### src/hw/tlvi_pkg.sv
// package for the two-level vectored interrupt unit
package tlvi_pkg;
    localparam int NSRC = 9;
    localparam int PC_W = 16;
    // source index equals polling rank, 0 polled first
    localparam int SRC_PSM  = 0;
    localparam int SRC_EX0  = 1;
    localparam int SRC_ADC  = 2;
    localparam int SRC_TM0  = 3;
    localparam int SRC_EX1  = 4;
    localparam int SRC_TM1  = 5;
    localparam int SRC_TWI  = 6;
    localparam int SRC_SER  = 7;
    localparam int SRC_TM2  = 8;
    localparam logic [PC_W-1:0] VEC_EX0 = 16'h0003;
    localparam logic [PC_W-1:0] VEC_TM0 = 16'h000B;
    localparam logic [PC_W-1:0] VEC_EX1 = 16'h0013;
    localparam logic [PC_W-1:0] VEC_TM1 = 16'h001B;
    localparam logic [PC_W-1:0] VEC_SER = 16'h0023;
    localparam logic [PC_W-1:0] VEC_TM2 = 16'h002B;
    localparam logic [PC_W-1:0] VEC_ADC = 16'h0033;
    localparam logic [PC_W-1:0] VEC_TWI = 16'h003B;
    localparam logic [PC_W-1:0] VEC_PSM = 16'h0043;
    localparam logic [PC_W-1:0] PC_RST  = 16'h0000;
    typedef enum logic [1:0] {TLVI_IDLE, TLVI_PUSH, TLVI_LOAD} tlvi_state_t;
endpackage : tlvi_pkg

### src/hw/tlvi_pick.sv
// fixed-order picker: lowest index among the request bits wins
`timescale 1ns/10ps
`default_nettype none
module tlvi_pick #(
    parameter int N = 9
) (
    input  wire logic [N-1:0]         req,
    output logic                      any,
    output logic [$clog2(N)-1:0]      idx
);
    // scan from the highest rank downward so the last hit, the lowest index and highest priority, wins
    always_comb begin
        any = 1'b0;
        idx = '0;
        for (int i = N - 1; i >= 0; i--) begin
            if (req[i]) begin
                any = 1'b1;
                idx = i[$clog2(N)-1:0];
            end
        end
    end
endmodule : tlvi_pick
`default_nettype wire

### src/hw/tlvi_top.sv
// two-level vectored interrupt unit: arbitration, nesting and vectoring
`timescale 1ns/10ps
`default_nettype none
module tlvi_top (
    // clock and synchronous reset
    input  wire logic                      clk,
    input  wire logic                      sys_rst,
    // peripheral flags, level high, from logic on this clock
    input  wire logic                      supply_monitor_request,
    input  wire logic                      external_zero_request,
    input  wire logic                      converter_done_request,
    input  wire logic                      timer_zero_overflow_flag,
    input  wire logic                      external_one_request,
    input  wire logic                      timer_one_overflow_flag,
    input  wire logic                      two_wire_request,
    input  wire logic                      serial_peripheral_request,
    input  wire logic                      serial_receive_flag,
    input  wire logic                      serial_transmit_flag,
    input  wire logic                      timer_two_overflow_flag,
    input  wire logic                      timer_two_external_flag,
    // software controls; bit index is the polling rank
    input  wire logic                      global_interrupt_enable,
    input  wire logic [tlvi_pkg::NSRC-1:0] source_enable,
    input  wire logic [tlvi_pkg::NSRC-1:0] source_priority_high,
    // core side: return address, readiness, end of routine
    input  wire logic [tlvi_pkg::PC_W-1:0] core_pc,
    input  wire logic                      core_ready,
    input  wire logic                      return_done,
    // vectoring handshake toward the core
    output logic                           push_valid,
    output logic [tlvi_pkg::PC_W-1:0]      push_pc,
    output logic                           load_valid,
    output logic [tlvi_pkg::PC_W-1:0]      load_vector,
    output logic [tlvi_pkg::NSRC-1:0]      ack_source,
    // nesting state, visible to software
    output logic                           in_low_service,
    output logic                           in_high_service
);
    import tlvi_pkg::*;

    // picker index width
    localparam int IW = $clog2(NSRC);

    // sequencer and nesting registers
    tlvi_state_t         state_r;
    tlvi_state_t         state_nxt;
    logic                low_act_r;
    logic                low_act_nxt;
    logic                high_act_r;
    logic                high_act_nxt;
    // values captured at acceptance, held until the next one
    logic [PC_W-1:0]     push_pc_r;
    logic [PC_W-1:0]     push_pc_nxt;
    logic [PC_W-1:0]     vec_r;
    logic [PC_W-1:0]     vec_nxt;
    logic [IW-1:0]       sel_r;
    logic [IW-1:0]       sel_nxt;
    logic                high_sel_r;
    logic                high_sel_nxt;
    // acknowledge register, one bit per polling rank
    logic [NSRC-1:0]     ack_r;
    logic [NSRC-1:0]     ack_nxt;

    // shared vectors combine their flags into one request
    wire logic [NSRC-1:0] raw_req = {
        timer_two_overflow_flag | timer_two_external_flag,
        serial_receive_flag | serial_transmit_flag,
        two_wire_request | serial_peripheral_request,
        timer_one_overflow_flag,
        external_one_request,
        timer_zero_overflow_flag,
        converter_done_request,
        external_zero_request,
        supply_monitor_request};

    // global then per-source gating, split by level
    wire logic [NSRC-1:0] en_req =
        raw_req & source_enable & {NSRC{global_interrupt_enable}};
    wire logic [NSRC-1:0] hi_req = en_req & source_priority_high;
    wire logic [NSRC-1:0] lo_req = en_req & ~source_priority_high;

    // picker results per level
    wire logic          hi_any, lo_any;
    wire logic [IW-1:0] hi_idx, lo_idx;

    // one picker per level, each keeps the polling order
    tlvi_pick #(.N(NSRC)) u_pick_hi (
        .req (hi_req),
        .any (hi_any),
        .idx (hi_idx)
    );
    tlvi_pick #(.N(NSRC)) u_pick_lo (
        .req (lo_req),
        .any (lo_any),
        .idx (lo_idx)
    );

    // vector lookup by source rank
    function automatic logic [PC_W-1:0] vec_of(input logic [IW-1:0] s);
        case (s)
            IW'(SRC_PSM): vec_of = VEC_PSM;
            IW'(SRC_EX0): vec_of = VEC_EX0;
            IW'(SRC_ADC): vec_of = VEC_ADC;
            IW'(SRC_TM0): vec_of = VEC_TM0;
            IW'(SRC_EX1): vec_of = VEC_EX1;
            IW'(SRC_TM1): vec_of = VEC_TM1;
            IW'(SRC_TWI): vec_of = VEC_TWI;
            IW'(SRC_SER): vec_of = VEC_SER;
            IW'(SRC_TM2): vec_of = VEC_TM2;
            // ranks past the last source cannot occur
            default:      vec_of = PC_RST;
        endcase
    endfunction : vec_of

    // state decode, shared by acceptance and the strobes
    function automatic logic st_is(input tlvi_state_t s,
                                   input tlvi_state_t want);
        st_is = (s == want);
    endfunction : st_is

    // a level is blocked while a routine of that level or above runs;
    // a blocked request is not dropped, it waits for the return
    wire logic hi_blocked = high_act_r;
    wire logic lo_blocked = low_act_r || high_act_r;

    // high wins whenever allowed; nothing preempts a high routine and a
    // low request never preempts a low routine
    wire logic take_hi = hi_any && !hi_blocked;
    wire logic take_lo = lo_any && !lo_blocked
                         && !hi_any;
    // the core gates acceptance while it cannot take an interrupt; the
    // sequencer must be idle, so accepts are at least three cycles apart
    wire logic is_idle = st_is(state_r, TLVI_IDLE);
    wire logic accept  = is_idle && core_ready
                         && (take_hi || take_lo);
    // the picked source stays fixed from here until the load
    wire logic [IW-1:0] pick_idx = take_hi ? hi_idx : lo_idx;

    // push first, load the vector next
    // each accept costs three cycles: push, load, back to idle
    always_comb begin
        state_nxt = state_r;
        unique case (state_r)
            TLVI_IDLE: if (accept) state_nxt = TLVI_PUSH;
            TLVI_PUSH: state_nxt = TLVI_LOAD;
            TLVI_LOAD: state_nxt = TLVI_IDLE;
        endcase
    end

    // strobes are plain decodes of the state register
    assign push_valid  = st_is(state_r, TLVI_PUSH);
    assign load_valid  = st_is(state_r, TLVI_LOAD);
    // data outputs straight from their registers
    assign push_pc     = push_pc_r;
    assign load_vector = vec_r;
    assign ack_source  = ack_r;
    assign in_low_service  = low_act_r;
    assign in_high_service = high_act_r;

    // one-hot acknowledge so the core can clear the served flag; it is
    // formed during the push so that it stands exactly with the load
    genvar g;
    for (g = 0; g < NSRC; g++) begin : g_ack
        assign ack_nxt[g] = push_valid && (sel_r == IW'(g));
    end

    always_ff @(posedge clk) begin
        if (sys_rst) begin
            ack_r <= '0;
        end else begin
            ack_r <= ack_nxt;
        end
    end

    // sequencer register; reset parks it idle
    always_ff @(posedge clk) begin
        if (sys_rst) begin
            state_r <= TLVI_IDLE;
        end else begin
            state_r <= state_nxt;
        end
    end

    // capture return address, vector and level at acceptance; the
    // registers hold otherwise so the core may read them late
    assign push_pc_nxt  = accept ? core_pc : push_pc_r;
    assign vec_nxt      = accept ? vec_of(pick_idx) : vec_r;
    assign sel_nxt      = accept ? pick_idx : sel_r;
    assign high_sel_nxt = accept ? take_hi : high_sel_r;

    always_ff @(posedge clk) begin
        if (sys_rst) begin
            push_pc_r  <= PC_RST;
            vec_r      <= PC_RST;
            sel_r      <= '0;
            high_sel_r <= 1'b0;
        end else begin
            push_pc_r  <= push_pc_nxt;
            vec_r      <= vec_nxt;
            sel_r      <= sel_nxt;
            high_sel_r <= high_sel_nxt;
        end
    end

    // nesting: a return ends the innermost routine, high before low;
    // activity starts at the load so a return cannot race the entry;
    // a load beats a return in the same cycle, so the core must not
    // return while it is being vectored
    wire logic ret_hi = return_done && high_act_r;
    wire logic ret_lo = return_done && !high_act_r;
    assign high_act_nxt = load_valid ? (high_act_r || high_sel_r)
                                     : (high_act_r && !ret_hi);
    assign low_act_nxt  = load_valid ? (low_act_r || !high_sel_r)
                                     : (low_act_r && !ret_lo);

    always_ff @(posedge clk) begin
        if (sys_rst) begin
            low_act_r  <= 1'b0;
            high_act_r <= 1'b0;
        end else begin
            low_act_r  <= low_act_nxt;
            high_act_r <= high_act_nxt;
        end
    end
endmodule : tlvi_top
`default_nettype wire

### config.mk
export PLATFORM = sky130hd
export DESIGN_NAME = tlvi_top
export DESIGN_NICKNAME = d
export VERILOG_FILES = /design/src/hw/tlvi_pkg.sv /design/src/hw/tlvi_pick.sv /design/src/hw/tlvi_top.sv
export SDC_FILE = /design/constraint.sdc
export NUM_CORES = 1
export LEC_CHECK = 0
export BUFFER_PORTS_ARGS = -buffer_cell sky130_fd_sc_hd__buf_2
export CAP_MARGIN = 5
export CORE_MARGIN = 5
export CORE_UTILIZATION = 51
export CTS_CLUSTER_SIZE = 25
export DETAILED_ROUTE_END_ITERATION = 10
export GPL_TIMING_DRIVEN = 0
export PLACE_DENSITY_LB_ADDON = 0.25
export SLEW_MARGIN = 25
export SYNTH_ARGS = -nofsm -noshare
export SYNTH_HDL_FRONTEND = slang
export SYNTH_SLANG_ARGS = --single-unit
### constraint.sdc
create_clock -name clk -period 7.45 [get_ports clk]
set_input_delay 0.745 -clock clk [delete_from_list [all_inputs] [get_ports clk]]
set_output_delay 0.745 -clock clk [all_outputs]
set_load 0.01 [all_outputs]
==> metrics.txt, run 1 <==
commonest non-fill, non-tap cell in the layout=buf_2; Detailed Place HPWL=3969 um; First-pass DRT Iterations=4; met2 GRT Util=0.3249; clk sink count=39; post-CTS setup repair buffer count=0; Vias/cell=5.171; IO Pins=96; Mapped Area=0.002132 mm2; Cells after Synth=218; Worst Hold Class=reg -> reg; H-tree levels=2; number of synthesized flops with an enable pin=0; initial antenna violation count=0; Die Span X=around 75 um; Setup crit end=load_vector[3]; max-cap viol count=0; # port buffers=84; Critical path buffers and inverters=1; FMAX=0.3527 GHz; Rel. slew slack=0.5745; Worst-path clk slew=70 ps; VDD IR-drop max=0.0002156 V; PostCTS Resize Cnt=0; first-pass GRT wire length=about 8000 um; r2r startpoint=in_high_service; total power=0.7629 mW; critical path's slowest cell=o41a_1; initial core utilization=0.5292; die height=74.66 um; CP Cell Sequence=buf_2 -> o2111ai_1 -> and4_4 -> a31oi_2 -> o41a_1 -> ha_1 -> mux2_2 -> o211ai_1 -> a21oi_2; Area after DPL=0.002649 mm2; Finished Cell Area=0.002781 mm2; Synth Flop Type=dfxtp_1; CP required=7600 ps; ant diodes=0; Critical Path Source Type=input pin; DRT Wirelength=4967 um; Yosys reg bits=39; Skew-Pair Late Insertion Delay=280 ps; Max clock buf depth=2; fin crit share=0.3805; fillers=330; CORE AREA=0.004029 mm2; synthesis-to-layout area growth=30.46%; Setup-failing EPs final=0; DRC viols=0; Final Hold Violating Endpoints=0; setup TNS=0 ps; FF-to-FF path depth=7; cell count along the critical path=9; most frequent cells in the layout=buf_2, dfxtp_1, nor2_1; crit path kind=in -> reg; gr busiest metal=met2; Reg area=~780 um2; Final Max Slew Viols=0; kind of cell adding the most delay to the critical path=compound AO/OA/AOI/OAI gates; worst hold margin=479.8 ps; Max stage delay on crit path=550 ps; Seq/Total Area, Yosys=0.3662; R2R setup slack=5120 ps; worst hold path depth=2; Synth Area per Inst=9.780 um2; vias=about 1,900; 1st-iter DRT viols=56; Critical Path Source=serial_peripheral_request; Hold Buf Count CTS=0; CTS tree=built; Layout Skew=7.724 ps; Tot GR Track Use=0.1833; GPL Wtd Cong=0.8625; Final nets=375; met3 usage=0.04272; CTS buffer count=5; Die ar.=~0.0056 mm2; share of layout cells above drive strength 1=0.4201; RSZ-0062 raised after global routing=no; post-route ant nets=0; largest net degree at the start of global routing=13; number of global-route vias before repair=~1,900; distinct cell type count of the synthesized netlist=56; P per Cell Area=274.3 mW/mm2; yosys warns=0; status=finished, final reports clean; crit path DAT=2990 ps; crit path time final=2835 ps; WL per Instance=between 10 and 15 um; Slew @ Worst Pin=about 640 ps; LEAKAGE=1.339 nW; # rows=23; CP Capture Type=flop; total gr overflow=0; worst-path fanout max=5; Synth async-reset ratio=0; CTS Root Cell=clkbuf_8; GR Util met1=0.2179; multi-input logic area=0.001205 mm2; r2r endpoint=load_vector[3]
layer usage:
layer | vias up | share of wire
met5 | - | 0
met2 | 54 | 0.50
met4 | 0 | 0.015
met3 | 10 | 0.059
li1 | 975 | -
met1 | 869 | 0.43
synth_stat cells (2+ instances only):
cell | number | area [um2]
nand2b_4 | 3 | 41.29
ha_1 | 6 | 75.07
dfxtp_1 | 39 | 780.8
clkbuf_1 | 4 | 15.01
and4b_1 | 2 | 20.02
a21oi_2 | 2 | 17.52
nand3_1 | 2 | 10.01
nor2_1 | 35 | 131.4
o22ai_2 | 2 | 25.02
nand2b_1 | 8 | 50.05
inv_1 | 7 | 26.28
or3_1 | 2 | 12.51
buf_4 | 11 | 82.58
nand2_1 | 8 | 30.03
o211ai_1 | 4 | 30.03
a211oi_2 | 3 | 37.54
nand4_1 | 7 | 43.79
mux2i_1 | 22 | 220.2
a21oi_1 | 2 | 10.01
buf_6 | 5 | 56.30
o21ai_2 | 2 | 17.52
nand4b_1 | 3 | 26.28
nor3_1 | 3 | 15.01
o2111ai_1 | 4 | 35.03
where the power goes:
part           internal [mW]  switching (mW)  total, mW  leakage, nW
Combinational          0.141           0.152      0.292        0.955
Sequential             0.245          0.0230      0.268        0.318
Clock                  0.134          0.0689      0.203       0.0654
Total                  0.519           0.244      0.763         1.34
cell families after synthesis:
kind of cell    synth area share
other cells             0.001759
compound gates            0.1631
buf+inv                  0.08451
simple gates              0.2342
fa+ha+maj                0.03521
flops                     0.3662
mux                       0.1150
sequential cells by signal (all words and copies together) (netlist names):
register / cells
ack_source: 9
in_high_service: 1
load_vector: 5
in_low_service: 1
high_sel_r: 1
push_pc: 16
sel_r: 4
state_r: 2
stage by stage:
| stage | setup WS (ps) | cells | utilization |
|---|---|---|---|
| 2_1_floorplan | 4527 | 227 | - |
| 3_3_place_gp | 4322 | 361 | 0.6575 |
| 3_5_place_dp | 4312 | 361 | 0.6575 |
| 5_1_grt | 4503 | 369 | 0.6904 |
| 6_report | 4615 | 369 | 0.6904 |
| 4_1_cts | 4612 | 369 | 0.6904 |
worst min path at each step:
stage	slack [ps]	end	startpoint
finish	480	load_vector[6]	load_vector[6]
detailed placement	460	load_vector[4]	load_vector[4]
CTS	480	load_vector[6]	load_vector[6]
global placement	460	load_vector[4]	load_vector[4]
floorplan	450	ack_source[8]	sel_r[3]
global route	500	load_vector[6]	load_vector[6]
final cells by class:
cell class                      instances  share of cell area
Buffer                                 20             0.05533
Clock buffer                            6             0.02609
Clock inverter                          2             0.02159
Inverter                                7            0.009447
Multi-Input combinational cell        161              0.4332
Sequential cell                        39              0.2807
Tap cell                               50             0.02249
Timing Repair Buffer                   84              0.1511
worst min-delay path: stages (launching register included):
cell and delay (ps):
dfxtp_1 330, nand2b_4 70, a21oi_2 40
No activity file was read; power rests on OpenSTA's default activity.
==> inputs of run 2 (changes only) <==
Settings changed: CORE_UTILIZATION 51 to 47.
Clock period 7.45 ns to 2.8 ns, I/O delays scaled along.
==> run 2 against run 1 <==
Compared with the run above:
- count of clock-buffer cells in the layout shrank 1
- clock skew rose by 1.5 ps
- clock power increased by 130%
- hold slack got worse by 260 ps
- critical path depth did not move
- non-clock buffer count unchanged
- sequential cell count unchanged
- global-route usage down 1.1 points
- combinational power increased to 2.6 times the previous value
- first-iteration DRC count grew 39%
- critical path type unchanged
- highest routed layer unchanged
==> metrics.txt, run 2 (synthesis gave the netlist of run 1 again) <==
status=finished, final reports clean; VDD IR-drop max=0.0004044 V (+88%); Max clock buf depth=2 (unchanged); max FFs per register=16 (unchanged); Slew @ Worst Pin=565.0 ps (-73.27 ps); post-route ant nets=0 (unchanged); max-cap viol count=0 (unchanged); crit path kind=in -> reg; total gr overflow=0 (unchanged); fin crit share=0.8500; CTS tree=built; Finished Cell Area=0.002764 mm2 (-0.63%); fillers=399 (+21%); Layout Skew=9.201 ps (+1.478 ps); first-pass GRT wire length=8507 um (+6.8%); # port buffers=84 (unchanged); Critical Path Source Type=input pin; First-pass DRT Iterations=4 (unchanged); Final Max Slew Viols=0 (unchanged); crit path DAT=2550 ps (-440 ps); most frequent cells in the layout=buf_2, dfxtp_1, nor2_1; P per Cell Area=706.6 mW/mm2 (+160%); Skew-Pair Late Insertion Delay=300 ps (+20 ps); largest net degree at the start of global routing=14 (+1); Reg area=780.7 um2 (unchanged); multi-input logic area=0.001205 mm2 (unchanged); Placement Setup Slack=99.27 ps (-4212 ps); setup TNS=0 ps (unchanged); clk sink count=39 (unchanged); number of global-route vias before repair=2,006 (+3.9%); CP Capture Type=flop; CORE AREA=0.004384 mm2 (+8.8%); Worst Hold Class=in -> reg; H-tree levels=2 (unchanged); DRT Wirelength=4919 um (-0.97%); Final nets=375 (unchanged); setup ws final=420.0 ps (-4195 ps); Worst-path clk slew=80 ps (about the same); initial core utilization=0.4863 (-0.04289); # rows=24 (+4.3%); FMAX=0.4202 GHz; post-CTS setup repair buffer count=0 (unchanged); Rel. slew slack=0.6233 (+0.04885); worst-path fanout max=5 (unchanged); Detailed Place HPWL=3890 um (-2.0%); ant diodes=0 (unchanged); total power=1.953 mW (+160%); Tot GR Track Use=0.1721 (-0.01125); worst hold margin=220.1 ps (-259.7 ps); initial antenna violation count=0 (unchanged); RSZ-0062 raised after global routing=no; GPL Wtd Cong=0.7889 (-8.5%); commonest non-fill, non-tap cell in the layout=buf_2; crit path time final=2380 ps; Hold Buf Count CTS=0 (unchanged); WL per Instance=13.26 um (-1.5%); Vias/cell=5.127 (-0.85%); PostCTS Resize Cnt=0 (unchanged); LEAKAGE=1.331 nW (-0.54%); 1st-iter DRT viols=78 (+39%); Die ar.=0.005983 mm2 (+7.4%); CTS buffer count=5 (unchanged); CTS Root Cell=clkbuf_8; Die Span X=77.35 um (+3.6%); CP required=2970 ps (-4630 ps); share of layout cells above drive strength 1=0.4232 (+0.003135); IO Pins=96 (unchanged); Setup-failing EPs final=0 (unchanged); Final Hold Violating Endpoints=0 (unchanged); DRC viols=0 (unchanged); synthesis-to-layout area growth=29.64%; vias=1,902 (-0.31%); die height=77.35 um (+3.6%); Area after DPL=0.002651 mm2 (about the same)
## run 2: cell types whose count changed in the layout (fill, tap and decap cells not counted), sizes merged
cell,before,now
clkinv,0,2
bufinv,2,1
clkbuf,10,9
## run 2: cell type report
class | instances | share of cell area
Tap cell | 52 | 0.02354
Clock inverter | 3 | 0.01584
Timing Repair Buffer | 84 | 0.1521
Multi-Input combinational cell | 161 | 0.4359
Buffer | 20 | 0.05568
Sequential cell | 39 | 0.2825
Clock buffer | 5 | 0.02490
Inverter | 7 | 0.009507
## run 2: path summary, 6_finish.rpt
check | slack [ps] | from | end | cells after the start
worst max-delay path | 420 | serial_peripheral_request | load_vector[3] | 9
worst min-delay path | 220 | core_pc[1] | push_pc[1] | 3
worst max register to register | 470 | in_high_service | load_vector[3] | 7
worst min register to register | 480 | load_vector[4] | load_vector[4] | 2
## run 2: report_power, final
group / internal, mW / switching (mW)
Sequential: 0.652 / 0.0636
Clock: 0.265 / 0.202
Combinational: 0.373 / 0.398
Total: 1.29 / 0.663
## run 2: through the flow
step / instances / util
final: 371 / 0.6304
after global routing: 371 / 0.6304
after CTS: 371 / 0.6304
after detailed placement: 363 / 0.6047
after global placement: 363 / 0.6047
after floorplan: 227 / -
## run 2: layer usage
| metal | global-route usage | vias up | wire (um) |
|---|---|---|---|
| met3 | 0.06597 | 7 | 395 |
| met1 | 0.1928 | 865 | 2028 |
| met4 | 0.07388 | 0 | 80 |
| met2 | 0.2904 | 61 | 2415 |
| met5 | 0 | - | 0 |
| li1 | - | 969 | - |
## run 2: worst max-delay path, cell delays in order
cell	delay [ps]
buf_2	100
o2111ai_1	270
and4_4	310
a31oi_2	150
o41a_1	560
ha_1	320
mux2_2	260
o211ai_1	210
a21oi_2	80
